==> src/logic/wdw_pkg.sv <==
// constants for the windowed watchdog register block
package wdw_pkg;
  localparam int ADDR_W = 8;
  localparam int DATA_W = 32;
  localparam int CNT_W = 12;
  localparam int PRE_W = 7;
  localparam logic [PRE_W-1:0] PRE_LAST = 7'h7F;
  localparam logic [ADDR_W-1:0] OFF_RESTART = 8'h00;
  localparam logic [ADDR_W-1:0] OFF_CONFIG = 8'h04;
  localparam logic [ADDR_W-1:0] OFF_FLAGS = 8'h08;
  localparam logic [7:0] RESTART_KEY = 8'hA5;
  localparam int KEY_HI = 31;
  localparam int KEY_LO = 24;
  localparam int RESTART_BIT = 0;
  localparam int RELOAD_HI = 11;
  localparam int RELOAD_LO = 0;
  localparam int DELTA_HI = 27;
  localparam int DELTA_LO = 16;
  localparam int IRQ_EN_BIT = 12;
  localparam int RST_EN_BIT = 13;
  localparam int PROC_ONLY_BIT = 14;
  localparam int DISABLE_BIT = 15;
  localparam int DBG_HALT_BIT = 28;
  localparam int IDLE_HALT_BIT = 29;
  localparam int UNF_BIT = 0;
  localparam int ERR_BIT = 1;
  localparam logic [DATA_W-1:0] CONFIG_RESET = 32'h3FFF_2FFF;
  localparam logic [DATA_W-1:0] CONFIG_MASK = 32'h3FFF_FFFF;
  localparam logic [3:0] STRB_FULL = 4'hF;
  localparam logic [1:0] RESP_OKAY = 2'h0;
  localparam logic [1:0] RESP_SLVERR = 2'h2;
  localparam logic [CNT_W-1:0] CNT_ZERO = 12'h000;
  localparam logic [CNT_W-1:0] CNT_ONE = 12'h001;
endpackage : wdw_pkg

==> src/logic/wdw_top.sv <==
// windowed watchdog with AXI4-Lite register slave
`timescale 1ns/1ns
`default_nettype none
module wdw_top (
  input wire logic aclk,
  input wire logic aresetn,
  input wire logic [wdw_pkg::ADDR_W-1:0] s_axi_awaddr,
  input wire logic s_axi_awvalid,
  output logic s_axi_awready,
  input wire logic [wdw_pkg::DATA_W-1:0] s_axi_wdata,
  input wire logic [3:0] s_axi_wstrb,
  input wire logic s_axi_wvalid,
  output logic s_axi_wready,
  output logic [1:0] s_axi_bresp,
  output logic s_axi_bvalid,
  input wire logic s_axi_bready,
  input wire logic [wdw_pkg::ADDR_W-1:0] s_axi_araddr,
  input wire logic s_axi_arvalid,
  output logic s_axi_arready,
  output logic [wdw_pkg::DATA_W-1:0] s_axi_rdata,
  output logic [1:0] s_axi_rresp,
  output logic s_axi_rvalid,
  input wire logic s_axi_rready,
  input wire logic slow_clk,
  input wire logic debug_state,
  input wire logic idle_mode,
  input wire logic proc_reset,
  output logic wdt_irq,
  output logic fault_all_reset,
  output logic fault_proc_reset
);
  import wdw_pkg::*;

  // ----------------------------------------------------------------
  // pin inputs and prescaler
  // ----------------------------------------------------------------
  logic [2:0] pins_sync;
  logic slow_lvl;
  logic dbg_lvl;
  logic idle_lvl;
  logic tick;
  logic reload;

  wdw_sync #(.W(3)) u_sync (
    .aclk(aclk),
    .aresetn(aresetn),
    .async_in({idle_mode, debug_state, slow_clk}),
    .sync_out(pins_sync)
  );

  assign slow_lvl = pins_sync[0];
  assign dbg_lvl = pins_sync[1];
  assign idle_lvl = pins_sync[2];

  wdw_prescaler u_pre (
    .aclk(aclk),
    .aresetn(aresetn),
    .slow_lvl(slow_lvl),
    .restart(reload),
    .tick(tick)
  );

  // ----------------------------------------------------------------
  // AXI4-Lite write channels
  // ----------------------------------------------------------------
  logic aw_full_reg;
  logic w_full_reg;
  logic [ADDR_W-1:0] aw_addr_reg;
  logic [DATA_W-1:0] w_data_reg;
  logic [3:0] w_strb_reg;
  logic bvalid_reg;
  logic [1:0] bresp_reg;
  logic do_write;
  logic wr_word;
  logic wr_mapped;

  assign s_axi_awready = ~aw_full_reg & ~bvalid_reg;
  assign s_axi_wready = ~w_full_reg & ~bvalid_reg;
  assign s_axi_bvalid = bvalid_reg;
  assign s_axi_bresp = bresp_reg;
  assign do_write = aw_full_reg & w_full_reg & ~bvalid_reg;
  assign wr_mapped = (aw_addr_reg == OFF_RESTART) | (aw_addr_reg == OFF_CONFIG) | (aw_addr_reg == OFF_FLAGS);
  // partial-width writes are ignored
  assign wr_word = do_write & (w_strb_reg == STRB_FULL);

  always_ff @(posedge aclk)
  begin
    if (!aresetn)
    begin
      aw_full_reg <= 1'b0;
      aw_addr_reg <= '0;
    end
    else if (s_axi_awvalid && s_axi_awready)
    begin
      aw_full_reg <= 1'b1;
      aw_addr_reg <= s_axi_awaddr;
    end
    else if (do_write)
      aw_full_reg <= 1'b0;
  end

  always_ff @(posedge aclk)
  begin
    if (!aresetn)
    begin
      w_full_reg <= 1'b0;
      w_data_reg <= '0;
      w_strb_reg <= '0;
    end
    else if (s_axi_wvalid && s_axi_wready)
    begin
      w_full_reg <= 1'b1;
      w_data_reg <= s_axi_wdata;
      w_strb_reg <= s_axi_wstrb;
    end
    else if (do_write)
      w_full_reg <= 1'b0;
  end

  always_ff @(posedge aclk)
  begin
    if (!aresetn)
    begin
      bvalid_reg <= 1'b0;
      bresp_reg <= RESP_OKAY;
    end
    else if (do_write)
    begin
      bvalid_reg <= 1'b1;
      bresp_reg <= wr_mapped ? RESP_OKAY : RESP_SLVERR;
    end
    else if (s_axi_bready)
      bvalid_reg <= 1'b0;
  end

  // ----------------------------------------------------------------
  // AXI4-Lite read channel
  // ----------------------------------------------------------------
  logic rvalid_reg;
  logic [DATA_W-1:0] rdata_reg;
  logic [1:0] rresp_reg;
  logic rd_take;
  logic flags_read;
  logic [DATA_W-1:0] config_reg;
  logic unf_reg;
  logic err_reg;

  assign s_axi_arready = ~rvalid_reg;
  assign s_axi_rvalid = rvalid_reg;
  assign s_axi_rdata = rdata_reg;
  assign s_axi_rresp = rresp_reg;
  assign rd_take = s_axi_arvalid & ~rvalid_reg;
  assign flags_read = rd_take & (s_axi_araddr == OFF_FLAGS);

  always_ff @(posedge aclk)
  begin
    if (!aresetn)
    begin
      rvalid_reg <= 1'b0;
      rdata_reg <= '0;
      rresp_reg <= RESP_OKAY;
    end
    else if (rd_take)
    begin
      rvalid_reg <= 1'b1;
      rresp_reg <= RESP_OKAY;
      rdata_reg <= '0;
      case (s_axi_araddr)
        OFF_RESTART: rdata_reg <= '0;
        OFF_CONFIG: rdata_reg <= config_reg;
        OFF_FLAGS:
        begin
          rdata_reg[UNF_BIT] <= unf_reg;
          rdata_reg[ERR_BIT] <= err_reg;
        end
        default: rresp_reg <= RESP_SLVERR;
      endcase
    end
    else if (s_axi_rready)
      rvalid_reg <= 1'b0;
  end

  // ----------------------------------------------------------------
  // configuration, write once per processor reset
  // ----------------------------------------------------------------
  logic cfg_locked_reg;
  logic cfg_wr;
  logic restart_cmd;
  logic [CNT_W-1:0] reload_value;
  logic [CNT_W-1:0] delta_value;
  logic fault_irq_enable;
  logic fault_reset_enable;
  logic processor_only_reset;
  logic counter_disable;
  logic debug_halt;
  logic idle_halt;

  assign cfg_wr = wr_word & (aw_addr_reg == OFF_CONFIG) & ~cfg_locked_reg & ~proc_reset;
  assign restart_cmd = wr_word & (aw_addr_reg == OFF_RESTART) & ~proc_reset
    & (w_data_reg[KEY_HI:KEY_LO] == RESTART_KEY) & w_data_reg[RESTART_BIT];
  assign reload_value = config_reg[RELOAD_HI:RELOAD_LO];
  assign delta_value = config_reg[DELTA_HI:DELTA_LO];
  assign fault_irq_enable = config_reg[IRQ_EN_BIT];
  assign fault_reset_enable = config_reg[RST_EN_BIT];
  assign processor_only_reset = config_reg[PROC_ONLY_BIT];
  assign counter_disable = config_reg[DISABLE_BIT];
  assign debug_halt = config_reg[DBG_HALT_BIT];
  assign idle_halt = config_reg[IDLE_HALT_BIT];

  always_ff @(posedge aclk)
  begin
    if (!aresetn)
    begin
      config_reg <= CONFIG_RESET;
      cfg_locked_reg <= 1'b0;
    end
    else if (proc_reset)
    begin
      config_reg <= CONFIG_RESET;
      cfg_locked_reg <= 1'b0;
    end
    else if (cfg_wr)
    begin
      config_reg <= w_data_reg & CONFIG_MASK;
      cfg_locked_reg <= 1'b1;
    end
  end

  // ----------------------------------------------------------------
  // down counter and window check
  // ----------------------------------------------------------------
  logic [CNT_W-1:0] count_reg;
  logic in_window;
  logic restart_ok;
  logic window_err;
  logic running;
  logic underflow;

  assign in_window = count_reg <= delta_value;
  assign restart_ok = restart_cmd & in_window;
  assign window_err = restart_cmd & ~in_window;
  assign reload = restart_ok | cfg_wr | proc_reset;
  assign running = ~counter_disable & ~(debug_halt & dbg_lvl) & ~(idle_halt & idle_lvl);
  assign underflow = tick & running & (count_reg == CNT_ZERO) & ~reload;

  always_ff @(posedge aclk)
  begin
    if (!aresetn)
      count_reg <= CONFIG_RESET[RELOAD_HI:RELOAD_LO];
    else if (proc_reset)
      count_reg <= CONFIG_RESET[RELOAD_HI:RELOAD_LO];
    else if (cfg_wr)
      count_reg <= w_data_reg[RELOAD_HI:RELOAD_LO];
    else if (restart_ok)
      count_reg <= reload_value;
    else if (tick && running)
      count_reg <= (count_reg == CNT_ZERO) ? reload_value : count_reg - CNT_ONE;
  end

  // ----------------------------------------------------------------
  // status flags, interrupt and fault request
  // ----------------------------------------------------------------
  logic unf_next;
  logic err_next;
  logic fault_reg;
  logic fault_next;

  // a new event wins over the read that clears
  assign unf_next = (unf_reg & ~flags_read) | underflow;
  assign err_next = (err_reg & ~flags_read) | window_err;
  assign fault_next = (fault_reg & ~flags_read) | ((underflow | window_err) & fault_reset_enable);

  always_ff @(posedge aclk)
  begin
    if (!aresetn || proc_reset)
    begin
      unf_reg <= 1'b0;
      err_reg <= 1'b0;
    end
    else
    begin
      unf_reg <= unf_next;
      err_reg <= err_next;
    end
  end

  always_ff @(posedge aclk)
  begin
    if (!aresetn || proc_reset)
    begin
      fault_reg <= 1'b0;
      wdt_irq <= 1'b0;
      fault_all_reset <= 1'b0;
      fault_proc_reset <= 1'b0;
    end
    else
    begin
      fault_reg <= fault_next;
      wdt_irq <= fault_irq_enable & (unf_next | err_next);
      fault_all_reset <= fault_next & ~processor_only_reset;
      fault_proc_reset <= fault_next & processor_only_reset;
    end
  end
endmodule : wdw_top
`default_nettype wire

==> src/logic/wdw_sync.sv <==
// three-stage synchroniser with agreement filter for pin inputs
`timescale 1ns/1ns
`default_nettype none
module wdw_sync #(
  parameter int W = 1
) (
  input wire logic aclk,
  input wire logic aresetn,
  input wire logic [W-1:0] async_in,
  output logic [W-1:0] sync_out
);
  logic [W-1:0] s1_reg;
  logic [W-1:0] s2_reg;
  logic [W-1:0] s3_reg;

  genvar i;
  generate
    for (i = 0; i < W; i++)
    begin : g_bit
      always_ff @(posedge aclk)
      begin
        if (!aresetn)
        begin
          s1_reg[i] <= 1'b0;
          s2_reg[i] <= 1'b0;
          s3_reg[i] <= 1'b0;
          sync_out[i] <= 1'b0;
        end
        else
        begin
          s1_reg[i] <= async_in[i];
          s2_reg[i] <= s1_reg[i];
          s3_reg[i] <= s2_reg[i];
          // a change counts only when stages two and three agree
          if (s2_reg[i] == s3_reg[i])
            sync_out[i] <= s3_reg[i];
        end
      end
    end
  endgenerate
endmodule : wdw_sync
`default_nettype wire

==> src/logic/wdw_prescaler.sv <==
// slow clock divide-by-128 prescaler with restart
`timescale 1ns/1ns
`default_nettype none
module wdw_prescaler (
  input wire logic aclk,
  input wire logic aresetn,
  input wire logic slow_lvl,
  input wire logic restart,
  output logic tick
);
  import wdw_pkg::*;

  logic slow_prev_reg;
  logic [PRE_W-1:0] pre_reg;
  logic slow_rise;

  assign slow_rise = slow_lvl & ~slow_prev_reg;
  assign tick = slow_rise & (pre_reg == PRE_LAST) & ~restart;

  always_ff @(posedge aclk)
  begin
    if (!aresetn)
      slow_prev_reg <= 1'b0;
    else
      slow_prev_reg <= slow_lvl;
  end

  always_ff @(posedge aclk)
  begin
    if (!aresetn)
      pre_reg <= '0;
    else if (restart)
      pre_reg <= '0;
    else if (slow_rise)
      pre_reg <= pre_reg + 7'h01;
  end
endmodule : wdw_prescaler
`default_nettype wire

==> config.mk <==
export PLATFORM = sky130hd
export DESIGN_NAME = wdw_top
export DESIGN_NICKNAME = d
export VERILOG_FILES = /design/src/logic/wdw_pkg.sv /design/src/logic/wdw_top.sv /design/src/logic/wdw_sync.sv /design/src/logic/wdw_prescaler.sv
export SDC_FILE = /design/constraint.sdc
export NUM_CORES = 1
export LEC_CHECK = 0
export ABC_CLOCK_PERIOD_IN_PS = 2500
export BUFFER_PORTS_ARGS = -buffer_cell sky130_fd_sc_hd__clkbuf_2
export CAP_MARGIN = 20
export CORE_MARGIN = 5
export CORE_UTILIZATION = 31
export DETAILED_ROUTE_END_ITERATION = 10
export GPL_TIMING_DRIVEN = 1
export SLEW_MARGIN = 20
export SYNTH_ARGS = -nofsm -noshare
export SYNTH_HDL_FRONTEND = slang
export SYNTH_HIERARCHICAL = 1
export SYNTH_SLANG_ARGS = --single-unit
==> constraint.sdc <==
create_clock -name aclk -period 2.5 [get_ports aclk]
set_input_delay 0.5 -clock aclk [delete_from_list [all_inputs] [get_ports aclk]]
set_output_delay 0.5 -clock aclk [all_outputs]
set_load 0.05 [all_outputs]
Yosys cells after proc, flatten, opt, wreduce, memory -nomap -nowiden
Index checks and enable logic that the tools add are counted.
{"block": "op_classes", "n_eq_ne": 10, "multipliers": 0, "n_bitwise": 57, "n_reduce_logical": 16, "magnitude_cmp": 1, "add_sub_neg": 2, "div": 0, "shift": 0, "n_mux": 15}
{"operator": "12-bit 2-to-1 mux", "n": 4}
{"operator": "1-bit bitwise AND", "n": 33}
{"operator": "28-bit 2-to-1 mux", "n": 1}
{"operator": "8-bit by 3-bit == test with 1-bit output, second input constant", "n": 2}
{"operator": "8-bit by 4-bit == test with 1-bit output, second input constant", "n": 2}
{"operator": "8-bit zero test", "n": 2}
{"operator": "1-bit NOT", "n": 15}
{"operator": "12-bit less-or-equal comparator", "n": 1}
{"operator": "12-bit zero test", "n": 1}
{"operator": "12-bit by 1-bit subtractor with 12-bit output, second input constant", "n": 1}
{"operator": "1-bit OR", "n": 9}
{"operator": "8-bit == test, second input constant", "n": 1}
{"operator": "2-bit nonzero test", "n": 4}
{"operator": "7-bit by 1-bit adder with 7-bit output, second input constant", "n": 1}
{"operator": "7-bit == test, second input constant", "n": 1}
{"operator": "1-bit 2-to-1 mux", "n": 7}
{"operator": "4-bit == test, second input constant", "n": 1}
{"operator": "2-bit 2-to-1 mux", "n": 2}
{"operator": "2-bit one-hot mux with 2 select lines", "n": 1}
{"operator": "2-bit OR reduction", "n": 2}
{"operator": "1-bit == test", "n": 3}
{"operator": "1-bit logical AND", "n": 3}
{"operator": "3-bit nonzero test", "n": 1}
{"operator": "3-bit OR reduction", "n": 1}
{"operator": "other kinds (2)", "n": 2}
{"block": "word_totals", "latchBits": 0, "romBits": 0, "mem_count": 0, "inputBits": 63, "ff_bits": 153, "ram_bits": 0}

Longest topological paths before layout
Gate-level depths: netlist of run 1.
{"block": "depth", "ltp_word": 19, "depth_mapped": 15, "depth_no_buf": 14}

Modules after synthesis
Netlist of run 1, hierarchy kept.
{"module": "wdw_top", "n_inst": 1, "area_each_um2": 5621.6, "cells_per_inst": 662, "seq_area_each_um2": 2582.5}
{"module": "wdw_sync", "n_inst": 1, "area_each_um2": 367.9, "cells_per_inst": 31, "seq_area_each_um2": 240.2}
{"module": "wdw_prescaler", "n_inst": 1, "area_each_um2": 359.1, "cells_per_inst": 39, "seq_area_each_um2": 160.2}

Least setup slack after synthesis of run 1
OpenSTA, ideal clock, no wires.
{"block": "synth_path", "path_type": "register to register", "from": "reg bvalid_reg, in the netlist s_axi_bvalid", "to": "reg count_reg[11]", "period_less_slack_ns": 2.886, "path_stages_with_launch": 12, "setup_time_ns": 0.124, "t_arrival_ns": 2.762, "path_buffers": 0, "path_slack_ns": -0.386, "path_cell_list": "dfxtp_1 -> nand3b_1 -> nand4b_1 -> nor2_1 -> a21oi_1 -> nand3b_1 -> nor4b_1 -> nand2b_1 -> a221oi_1 -> nor2_1 -> nor4b_1 -> nor3_1"}
{"block": "synth_via", "elab_chain_len": 14, "elab_cells_between_ends": 19}
{"item": "start: declaration", "line": "wdw_top.sv:71", "rtl": "logic bvalid_reg;"}
{"item": "start signal: assignment", "line": "wdw_top.sv:124", "rtl": "bvalid_reg <= 1'b0;"}
{"item": "start signal: assignment", "line": "wdw_top.sv:129", "rtl": "bvalid_reg <= 1'b1;"}
{"item": "start signal: assignment", "line": "wdw_top.sv:133", "rtl": "bvalid_reg <= 1'b0;"}
{"item": "1-bit NOT (*)", "line": "wdw_top.sv:81", "rtl": "assign do_write = aw_full_reg & w_full_reg & ~bvalid_reg;"}
{"item": "1-bit bitwise AND (*)", "line": "wdw_top.sv:81"}
{"item": "1-bit bitwise AND (*)", "line": "wdw_top.sv:84", "rtl": "assign wr_word = do_write & (w_strb_reg == STRB_FULL);"}
{"item": "1-bit bitwise AND (2 in a row)", "line": "wdw_top.sv:199", "rtl": "assign restart_cmd = wr_word & (aw_addr_reg == OFF_RESTART) & ~proc_reset"}
{"item": "1-bit bitwise AND (2 in a row)", "line": "wdw_top.sv:200", "rtl": "& (w_data_reg[KEY_HI:KEY_LO] == RESTART_KEY) & w_data_reg[RESTART_BIT];"}
{"item": "1-bit bitwise AND", "line": "wdw_top.sv:240", "rtl": "assign restart_ok = restart_cmd & in_window;"}
{"item": "1-bit OR (*) (2 in a row)", "line": "wdw_top.sv:242", "rtl": "assign reload = restart_ok | cfg_wr | proc_reset;"}
{"item": "net reload", "line": "wdw_top.sv:42", "rtl": "logic reload;"}
{"item": "1-bit NOT (*)", "line": "wdw_prescaler.sv:18", "rtl": "assign tick = slow_rise & (pre_reg == PRE_LAST) & ~restart;"}
{"item": "1-bit bitwise AND (*)", "line": "wdw_prescaler.sv:18"}
{"item": "net tick", "line": "wdw_top.sv:41", "rtl": "logic tick;"}
{"item": "1-bit logical AND (*)", "line": "wdw_top.sv:256", "rtl": "else if (tick && running)"}
{"item": "3-bit nonzero test (no line) (*)"}
{"item": "end signal: assignment", "line": "wdw_top.sv:253", "rtl": "count_reg <= w_data_reg[RELOAD_HI:RELOAD_LO];"}
{"item": "end signal: assignment", "line": "wdw_top.sv:255", "rtl": "count_reg <= reload_value;"}
{"item": "end signal: assignment", "line": "wdw_top.sv:257", "rtl": "count_reg <= (count_reg == CNT_ZERO) ? reload_value : count_reg - CNT_ONE;"}
{"item": "end: declaration", "line": "wdw_top.sv:232", "rtl": "logic [CNT_W-1:0] count_reg;"}
The timed path passes the listed nets; every way through them passes the cells marked *.
A chain may end at the register's enable or synchronous reset.

Worst setup path after layout of run 1
{"block": "layout_path", "from": "reg count_reg[6]", "to": "reg fault_all_reset"}
{"block": "layout_via", "elab_chain_len": 13, "elab_cells_between_ends": 16}
{"item": "start signal: assignment", "line": "wdw_top.sv:249", "rtl": "count_reg <= CONFIG_RESET[RELOAD_HI:RELOAD_LO];"}
{"item": "start signal: assignment", "line": "wdw_top.sv:251", "rtl": "count_reg <= CONFIG_RESET[RELOAD_HI:RELOAD_LO];"}
{"item": "start signal: assignment", "line": "wdw_top.sv:253"}
{"item": "12-bit less-or-equal comparator", "line": "wdw_top.sv:239", "rtl": "assign in_window = count_reg <= delta_value;"}
{"item": "1-bit bitwise AND", "line": "wdw_top.sv:240"}
{"item": "1-bit OR (2 in a row)", "line": "wdw_top.sv:242"}
{"item": "net reload", "line": "wdw_top.sv:42"}
{"item": "1-bit NOT", "line": "wdw_prescaler.sv:18"}
{"item": "1-bit bitwise AND", "line": "wdw_prescaler.sv:18"}
{"item": "net tick", "line": "wdw_top.sv:41"}
{"item": "1-bit bitwise AND (3 in a row)", "line": "wdw_top.sv:244", "rtl": "assign underflow = tick & running & (count_reg == CNT_ZERO) & ~reload;"}
{"item": "1-bit OR", "line": "wdw_top.sv:271", "rtl": "assign fault_next = (fault_reg & ~flags_read) | ((underflow | window_err) & fault_reset_enable);"}
{"item": "1-bit bitwise AND", "line": "wdw_top.sv:271"}
{"item": "1-bit OR", "line": "wdw_top.sv:271"}
{"item": "1-bit bitwise AND", "line": "wdw_top.sv:300", "rtl": "fault_all_reset <= fault_next & ~processor_only_reset;"}
{"item": "end signal: assignment", "line": "wdw_top.sv:300"}
{"item": "end: declaration", "line": "wdw_top.sv:29", "rtl": "output logic fault_all_reset,"}
The timed path passes the listed nets, and every way through them passes these cells.

==> impl_metrics.csv, run 1 <==
group,metric,value,unit
run_status,status,"finished with violations",
run_status,violations,"negative setup slack",
global_routing,grt_antenna_before_repair,0,
logic_synthesis,synthArstFlopShare,0,%
routing,routedWlPerCell,15.0,um
layout,final_common_cell,"nand2_1",
sta,period_needed,2.71,ns
sta,period_share,108,%
sta,worst_slew_pin_slew,0.519,ns
layout,area_delta_synth_final,35.0,%
critical_path,r2r_cells,13,
logic_synthesis,netlist_area,6350,um2
sta,setup_viol,17,
place,pre_cts_slack,-0.377,ns
place,placed_cell_area,7640,um2
critical_path,cp_num_buf_inv,1,
logic_synthesis,avgSynthCellArea,8.67,um2
sta,hold_viol,0,
clock_tree,clkTransAtPathRegs,0.06,ns
logic_synthesis,synth.largest_area_cell,"dfxtp_1",
clock_tree,cts.sinks,149,
run,cap_violations,0,
clock_tree,clk_path_buf_depth,2,
critical_path,critPathTopFamily,"simple AND/OR/NAND/NOR gates",
critical_path,end_kind,"register",
die,die_h,153,um
global_routing,grt_pass1_wl,29000,um
power_and_ir_drop,p_switching,1.24,mW
global_routing,overflow,0,
layout,largest_reg_flops,32,
power_and_ir_drop,p_clk_share,47.2,%
die,die_w,153,um
logic_synthesis,synth_fa_ha_area_share,2.96,%
layout,antenna_cells,0,
logic_synthesis,yosys_register_bits,149,
critical_path,cp-start-kind,"register",
sta,skew,0.0117,ns
global_routing,grt_max_degree,78,
critical_path,slowest_stage,"dfxtp_1",
sta,rsz0062_at_grt,"true",
logic_synthesis,synth_mux_area_share,1.01,%
clock_tree,worstSkewPairLatency,0.42,ns
logic_synthesis,synth-seq-area-share,47.0,%
place,dp_hpwl,12700,um
critical_path,r2r_slack,-0.21,ns
critical_path,cp_cell_sequence,"ha_4 -> nand4_1 -> a211o_1 -> nand3_2 -> nand3b_1 -> nor4b_2 -> nand2b_1 -> a221oi_2 -> buf_4 -> nand2_4 -> o22ai_4 -> a22oi_2 -> nor3_2",
routing,post-route-drc-count,0,
global_routing,grt_use_total,15.2,%
sta,slew_headroom,64.9,%
power_and_ir_drop,combPwrFrac,6.8,%
clock_tree,cts_root_buf,"clkbuf_16",
critical_path,critPathMaxStageDelay,0.36,ns
critical_path,required,2.84,ns
routing,via_count,5635,
power_and_ir_drop,ir_worst_vdd,0.327,mV
power_and_ir_drop,powerDensity,627,nW/um2
die,num_rows,52,
sta,finalSetupTns,-2.33,ns
power_and_ir_drop,seq_power_share,46.0,%
routing,via_per_inst,4.76,
clock_tree,hold_buffers,0,
logic_synthesis,synthFlopType,"dfxtp_1",
logic_synthesis,synth_compound_area_share,19.0,%
die,initial_core_util,31.5,%
hold_path,hold_class,"input pin to register",
layout,layout.filler_cells,2038,
sta,slew_viol_final,0,
place,routabilityCongestion,0.819,
power_and_ir_drop,p_sw_share,23.0,%
power_and_ir_drop,power,5.37,mW
sta,fmax,369,MHz
routing,antenna_left,0,
clock_tree,cts_tree,"done",
critical_path,critical_path_class,"register to register",
power_and_ir_drop,p_int,4.14,mW
routing,first_pass_iters,4,
logic_synthesis,synth.area.top_cells,"dfxtp_1 47%, nand2_1 9.6%, a21boi_0 5.9%",
logic_synthesis,yosysWarningCount,6,
die,core,20200,um2
logic_synthesis,yosys.area_share.xor_xnor,0.690,%
critical_path,cp.arrival,3.05,ns
logic_synthesis,synth_edf_count,0,
logic_synthesis,synth_top_family_by_area,"simple AND/OR/NAND/NOR gates",
hold_path,hold_depth,2,
logic_synthesis,ys_types,57,
routing,drt_iter0_markers,304,
die,die_area,23400,um2
logic_synthesis,yosys.area.top_type_share,47.0,%
sta,whs,0.306,ns
sta,fin_ws,-0.209,ns
critical_path,cp_max_fo,3,
critical_path,crit_cells,13,
global_routing,grt_pass1_vias,5614,
layout,mostFrequentLayoutCells,"162 x nand2_1, 138 x dfxtp_1, 102 x clkbuf_2, 88 x buf_4, 50 x a21boi_0",
routing,wl,17800,um
die,top_level_ports,107,
layout,drive_gt1_share,32.2,%
place,numPortBuffers,102,
layout,final_nets,982,
logic_synthesis,synthCells,732,
power_and_ir_drop,p_leak,3.55,nW
clock_tree,htree_levels,4,
logic_synthesis,synth_simple_gate_area_share,24.9,%
clock_tree,cts_buffers,17,
layout,fin_area,8570,um2
-- area by class of cell --
type	instances	area (um2)	area share [%]
multi-input cells	523	3320	38.8
well taps	270	338	3.94
repair buffers	194	1260	14.7
clock inverters	9	103	1.20
clock buffers	21	480	5.61
inverters	19	71.3	0.832
flip-flops and latches	149	3000	35.0
-- layer usage --
| layer | routed length, um | vias up | global-route usage [%] |
|---|---|---|---|
| met5 | 0 | - | 0 |
| li1 | - | 2885 | - |
| met2 | 8120 | 120 | 24.2 |
| met1 | 8680 | 2612 | 20.3 |
| met4 | 270 | 0 | 4.96 |
| met3 | 750 | 18 | 4.01 |
-- path summary, 6_finish.rpt --
| check | startpoint | to |
|---|---|---|
| hold / removal | debug_state | u_sync/s1_reg[1]$_SDFF_PN0_ |
| hold reg to reg | u_sync/s1_reg[2]$_SDFF_PN0_ | u_sync/s2_reg[2]$_SDFF_PN0_ |
| setup / recovery | count_reg[6]$_SDFFE_PP1P_ | fault_all_reset$_SDFF_PP0_ |
| setup reg to reg | count_reg[6]$_SDFFE_PP1P_ | fault_all_reset$_SDFF_PP0_ |
-- Yosys cell counts (4+ instances only) --
master    count
nand2_1     163
dfxtp_1     149
a21boi_0     50
clkbuf_1     35
nor2b_1      34
nor2_1       31
a22oi_1      29
a21oi_1      27
inv_1        19
o21ai_0      18
o211ai_1     17
nor3_1       16
ha_1         15
nand3_1      15
and2_1        9
nand2b_1      8
and2_2        6
or3_1         6
nand4_1       5
nor4b_1       5
a211o_1       4
a41oi_1       4
buf_4         4
-- what timing repair did --
action                                  CTS  global route
gates resized for setup                  19            27
cloned                                    0             1
pin swaps                                19            22
endpoints found under the setup margin   17            17
buffers inserted                         14             3
-- per-stage QoR --
| stage | cells | util, % |
|---|---|---|
| 2_1_floorplan | 735 | - |
| 3_3_place_gp | 1137 | 37.9 |
| 3_5_place_dp | 1137 | 37.9 |
| 4_1_cts | 1181 | 41.7 |
| 5_1_grt | 1185 | 42.5 |
| 6_report | 1185 | 42.5 |
-- power groups by stage --
stage	clock network [mW]	logic, mW	registers [mW]
CTS	2.60	0.369	2.47
global route	2.70	0.406	2.48
floorplan	0	0.207	2.53
finish	2.54	0.364	2.47
detailed placement	0	0.367	2.52
global placement	0	0.366	2.52
-- cell families after synthesis --
kind of cell,count (synthesis)
adder cells (fa/ha/maj),15
flip-flops,149
other,1
AND/OR/NAND/NOR,323
multiplexers,6
buffers and inverters,63
AO/OA/AOI/OAI,170
XOR/XNOR,5
Power figures use the tool's default switching activity.
==> inputs of run 2 (changes only) <==
Settings changed: ABC_CLOCK_PERIOD_IN_PS 2500 to 2200, CTS_BUF_LIST set to sky130_fd_sc_hd__clkbuf_8, MAX_ROUTING_LAYER set to met4.
Clock period 2.5 ns to 2.2 ns, I/O delays scaled along.
==> impl_metrics.csv, run 2 (synthesis gave the netlist of run 1 again) <==
group,metric,value,unit
run,cap_violations,0,
power_and_ir_drop,p_leak,3.56,nW
critical_path,cp_max_fo,7,
clock_tree,cts.sinks,149,
clock_tree,cts_buffers,17,
critical_path,critPathMaxStageDelay,0.34,ns
sta,fmax,369,MHz
global_routing,grt_max_degree,75,
critical_path,r2r-start,"config_reg[17]$_SDFFE_PP1P_",
global_routing,grt_pass1_wl,29800,um
critical_path,cp-start-kind,"register",
die,die_w,153,um
routing,drt_iter0_markers,270,
critical_path,r2r_slack,-0.51,ns
critical_path,critical_path_class,"register to register",
routing,antenna_left,0,
place,dp_hpwl,13300,um
layout,final_nets,998,
sta,slew_viol_final,0,
global_routing,grt_pass1_vias,5759,
global_routing,gr-usage-met2,24.0,%
critical_path,cp.arrival,3.09,ns
sta,setup_viol,24,
routing,first_pass_iters,4,
place,numPortBuffers,102,
die,core,20200,um2
power_and_ir_drop,ir_worst_vdd,0.330,mV
layout,drive_gt1_share,33.4,%
layout,antenna_cells,0,
critical_path,end_kind,"register",
layout,final-seq-area,3000,um2
layout,fin_cells,1203,
layout,postLayoutCoreUtil,42.3,%
critical_path,worst_path_most_repeated_cell,"buf_6",
die,die_area,23400,um2
layout,largest_reg_flops,32,
global_routing,met1_usage,21.9,%
global_routing,grt_use_total,16.0,%
critical_path,slowest_stage,"dfxtp_2",
critical_path,required,2.58,ns
run_status,violations,"negative setup slack",
clock_tree,clk_path_buf_depth,2,
sta,slew_headroom,65.6,%
routing,post-route-drc-count,0,
clock_tree,worstSkewPairLatency,0.46,ns
sta,whs,0.199,ns
hold_path,hold_class,"input pin to register",
clock_tree,clkTransAtPathRegs,0.08,ns
sta,period_needed,2.71,ns
sta,worst_slew_pin_slew,0.509,ns
routing,wl,18100,um
die,die_h,153,um
hold_path,hp-start,"slow_clk",
critical_path,r2r-end,"count_reg[8]$_SDFFE_PP1P_",
critical_path,r2r_cells,15,
routing,via_per_inst,4.71,
layout,mostFrequentLayoutCells,"162 x nand2_1, 137 x dfxtp_1, 102 x clkbuf_2, 100 x buf_4, 50 x a21boi_0",
place,routabilityCongestion,0.915,
run_status,status,"finished with violations",
sta,rsz0062_at_grt,"true",
clock_tree,htree_levels,4,
sta,hold_viol,0,
clock_tree,cts_root_buf,"clkbuf_8",
die,num_rows,52,
power_and_ir_drop,powerDensity,643,nW/um2
layout,area_delta_synth_final,34.4,%
sta,skew,0.0128,ns
hold_path,hold_end,"u_sync/s1_reg[0]$_SDFF_PN0_",
global_routing,busiest_layer,"met2",
layout,final_common_cell,"nand2_1",
global_routing,met3_usage,3.53,%
layout,multiInputGateArea,3330,um2
clock_tree,hold_buffers,0,
global_routing,overflow,0,
clock_tree,cts_tree,"done",
hold_path,hold_depth,2,
global_routing,grt_antenna_before_repair,0,
sta,fin_ws,-0.511,ns
place,dpl.cell_count,1163,
routing,routedWlPerCell,15.1,um
layout,layout.filler_cells,2065,
die,top_level_ports,107,
routing,via_count,5667,
critical_path,cp_cell_sequence,"inv_2 -> ha_4 -> nor2b_4 -> o211ai_1 -> a211o_1 -> nand3_2 -> nand3b_1 -> nor4b_2 -> nand2b_1 -> a221oi_2 -> or2_1 -> buf_6 -> buf_6 -> nor3_2 -> a41oi_2",
sta,finalSetupTns,-8.30,ns
sta,period_share,123,%
die,initial_core_util,31.5,%
==> run 2: per-stage QoR <==
| step | setup WS (ns) | cell area [um2] | power (mW) |
|---|---|---|---|
| 2_1_floorplan | -0.340 | 6400 | 3.11 |
| 3_3_place_gp | -0.603 | 7840 | 3.29 |
| 3_5_place_dp | -0.658 | 7840 | 3.30 |
| 4_1_cts | -0.502 | 8340 | 5.55 |
| 5_1_grt | -0.675 | 8530 | 5.71 |
| 6_report | -0.511 | 8530 | 5.48 |
==> run 2: final cells by class <==
cell class | instances | share of cell area (%)
multi-input combinational | 523 | 39.0
sequential | 149 | 35.2
timing repair buffer | 210 | 16.2
tap | 270 | 3.96
clock buffer | 19 | 3.07
clock inverter | 13 | 1.82
inverter | 19 | 0.836
==> run 2: power by group <==
group	switching [mW]	internal [mW]	leakage, nW
clock network	1.07	1.18	0.210
registers	0.0404	2.76	1.21
logic	0.256	0.174	2.15
total	1.37	4.11	3.56
==> run 2: timing repair <==
action / CTS / global route
buffers inserted: 2 / 6
pin swaps: 10 / 17
resized for setup: 19 / 30
endpoints found under the setup margin: 17 / 30
==> run 2: worst max-delay path by stage <==
stage / start / endpoint / slack (ns) / depth (start not counted)
floorplan: config_reg[17]$_SDFFE_PP1P_ / count_reg[8]$_SDFFE_PP1P_ / -0.34 / 15
global placement: config_reg[17]$_SDFFE_PP1P_ / fault_all_reset$_SDFF_PP0_ / -0.60 / 15
detailed placement: config_reg[17]$_SDFFE_PP1P_ / fault_all_reset$_SDFF_PP0_ / -0.66 / 15
CTS: config_reg[17]$_SDFFE_PP1P_ / count_reg[8]$_SDFFE_PP1P_ / -0.50 / 15
global route: config_reg[21]$_SDFFE_PP1P_ / count_reg[10]$_SDFFE_PP1P_ / -0.68 / 14
finish: config_reg[17]$_SDFFE_PP1P_ / count_reg[8]$_SDFFE_PP1P_ / -0.51 / 15
==> run 2: per-layer routing <==
layer  share of wire, %  wire length, um
met2                 45             8080
met3                4.1              747
met5                  0                0
met1                 50             9120
met4               0.99              180
==> run 2: critical path, delay by kind of cell, from the launching register on <==
kind,cells,cell delay [ns]
compound gates,4,0.77
buf+inv,3,0.29
simple gates,7,0.99
fa+ha+maj,1,0.26
flops,1,0.34
==> inputs of run 3 (changes only) <==
Settings changed: ABC_AREA set to 1.
==> impl_metrics.csv, run 3 <==
group,metric,value,unit
sta,whs,0.168,ns
layout,drive_gt1_share,26.2,%
logic_synthesis,synthCells,883,
power_and_ir_drop,powerDensity,738,nW/um2
place,dp_hpwl,13000,um
critical_path,critical_path_class,"register to register",
hold_path,hold_class,"input pin to register",
routing,via_count,5938,
power_and_ir_drop,power,6.16,mW
global_routing,overflow,0,
logic_synthesis,synth_edf_count,0,
critical_path,cp.arrival,2.67,ns
place,numPortBuffers,102,
routing,antenna_left,0,
logic_synthesis,synth.largest_area_cell,"dfxtp_1",
layout,final_common_cell,"nand2_1",
layout,fin_area,8350,um2
clock_tree,clkTransAtPathRegs,0.08,ns
clock_tree,cts_buffers,17,
clock_tree,cts_tree,"done",
sta,skew,0.0108,ns
layout,final_nets,1112,
die,top_level_ports,107,
clock_tree,htree_levels,4,
die,core,20400,um2
logic_synthesis,synthArstFlopShare,0,%
sta,slew_viol_final,0,
sta,fin_ws,-0.0795,ns
run_status,status,"finished with violations",
power_and_ir_drop,ir_worst_vdd,0.366,mV
routing,via_per_inst,4.51,
layout,layout.filler_cells,2122,
die,num_rows,52,
clock_tree,worstSkewPairLatency,0.46,ns
logic_synthesis,synth.area.top_cells,"dfxtp_1 46%, nand2_1 10%, nor2_1 7.5%",
clock_tree,cts.sinks,149,
place,placed_cell_area,7630,um2
clock_tree,clk_path_buf_depth,2,
die,initial_core_util,31.7,%
layout,largest_reg_flops,32,
logic_synthesis,avgSynthCellArea,7.33,um2
logic_synthesis,synthFlopType,"dfxtp_1",
sta,period_share,104,%
critical_path,cp-start-kind,"register",
run_status,violations,"negative setup slack",
routing,drt_iter0_markers,324,
power_and_ir_drop,seq_power_share,46.9,%
critical_path,required,2.59,ns
power_and_ir_drop,combPwrFrac,10.7,%
logic_synthesis,netlist_area,6470,um2
logic_synthesis,yosysWarningCount,6,
global_routing,grt_max_degree,90,
routing,first_pass_iters,5,
logic_synthesis,synth-seq-area-share,46.1,%
power_and_ir_drop,p_int,4.59,mW
power_and_ir_drop,p_clk_share,42.4,%
global_routing,grt_pass1_wl,28500,um
layout,mostFrequentLayoutCells,"169 x nand2_1, 136 x dfxtp_1, 126 x nor2_1, 102 x clkbuf_2, 90 x o21ai_0",
global_routing,grt_antenna_before_repair,0,
sta,period_needed,2.28,ns
clock_tree,cts_root_buf,"clkbuf_8",
routing,routedWlPerCell,13.3,um
layout,antenna_cells,0,
sta,rsz0062_at_grt,"true",
critical_path,cp_max_fo,3,
routing,wl,17500,um
logic_synthesis,yosys_register_bits,149,
global_routing,grt_use_total,15.3,%
critical_path,end_kind,"register",
routing,post-route-drc-count,0,
sta,hold_viol,0,
die,die_area,23900,um2
logic_synthesis,synth.most_common_cell,"nand2_1",
logic_synthesis,synth_common_cells,"176 x nand2_1, 149 x dfxtp_1, 130 x nor2_1, 90 x inv_1, 90 x o21ai_0",
power_and_ir_drop,p_leak,3.91,nW
place,pre_cts_slack,-0.163,ns
sta,finalSetupTns,-0.283,ns
logic_synthesis,yosys.area.top_type_share,46.1,%
sta,setup_viol,9,
logic_synthesis,ys_types,37,
place,routabilityCongestion,0.844,
layout,area_delta_synth_final,28.9,%
power_and_ir_drop,p_switching,1.57,mW
die,die_w,155,um
run,cap_violations,0,
die,die_h,155,um
sta,fmax,439,MHz
power_and_ir_drop,p_sw_share,25.5,%
global_routing,grt_pass1_vias,5597,
## run 3: cell count changes after synthesis, moves of 13 or more
cell      before  now
nor2_1        31  130
o21ai_0       18   90
inv_1         19   90
a21boi_0      50    0
a21oi_1       27   65
nor2b_1       34    0
nand3_1       15   45
a22oi_1       29    0
nand2_1      163  176
## run 3: final timing paths
path / from / endpoint / slack, ns / depth (start not counted)
worst max-delay path: config_reg[27]$_SDFFE_PP1P_ / fault_all_reset$_SDFF_PP0_ / -0.08 / 20
worst min-delay path: debug_state / u_sync/s1_reg[1]$_SDFF_PN0_ / 0.17 / 3
worst max register to register: config_reg[27]$_SDFFE_PP1P_ / fault_all_reset$_SDFF_PP0_ / -0.08 / 20
worst min register to register: u_sync/s1_reg[0]$_SDFF_PN0_ / u_sync/s2_reg[0]$_SDFF_PN0_ / 0.41 / 2
## run 3: routing by layer
| metal | part of all wire [%] | GRT usage [%] | up-vias |
|---|---|---|---|
| met5 | 0 | - | - |
| met4 | 1.9 | 5.00 | 0 |
| met3 | 3.9 | 3.05 | 25 |
| met2 | 46 | 23.4 | 127 |
| met1 | 48 | 20.3 | 2640 |
| li1 | - | - | 3146 |
## run 3: repair_timing
action	4_1_cts	5_1_grt
endpoints found under the hold margin	0	0
buffers inserted	2	5
setup endpoints to repair	17	17
pin swaps	17	19
cloned	1	0
resized for setup	11	29
hold buffers	0	0
## run 3: power groups by stage
stage	logic [mW]	clock network (mW)	registers, mW
CTS	0.667	2.69	2.89
finish	0.661	2.61	2.89
floorplan	0.314	0	3.07
global route	0.731	2.80	2.90
detailed placement	0.665	0	2.95
global placement	0.658	0	2.95
## run 3: metrics by stage
stage	util [%]	instances
floorplan	-	886
global placement	37.4	1277
detailed placement	37.4	1277
CTS	40.1	1311
global route	40.9	1316
finish	40.9	1316
## run 3: worst max-delay path, stage by stage, from the launching register on
cell and delay (ns):
dfxtp_2 0.34, inv_2 0.05, ha_4 0.26, nand2_2 0.05, inv_1 0.05, nand2_2 0.06, nor2_2 0.10, nand2_1 0.07
nand3_2 0.07, nand2_2 0.08, nand2_4 0.09, nand3_4 0.07, nor2_4 0.08, nand3_2 0.10, nor4_2 0.22, nand4_1 0.15
nand2_1 0.09, nand2_1 0.05, nand2_1 0.07, nand2_2 0.06, nor2_1 0.10
## run 3: kinds of logic (layout without fill, tap and decap cells)
group / Yosys count / in the layout / share of synthesized area [%]
simple gates: 392 / 393 / 26.1
compound gates: 177 / 177 / 14.6
flops: 149 / 149 / 46.1
buf+inv: 140 / 299 / 9.06
fa+ha+maj: 15 / 15 / 2.90
xor+xnor: 9 / 9 / 1.22
other cells: 1 / 4 / 0.0579
## run 3: area by class of cell
| class | count | area (um2) | share of cell area, % |
|---|---|---|---|
| multi-input cells | 598 | 3100 | 37.1 |
| flip-flops and latches | 149 | 3000 | 35.9 |
| repair buffers | 168 | 1040 | 12.5 |
| inverters | 100 | 378 | 4.53 |
| well taps | 270 | 338 | 4.05 |
| clock inverters | 14 | 259 | 3.10 |
| clock buffers | 17 | 234 | 2.80 |
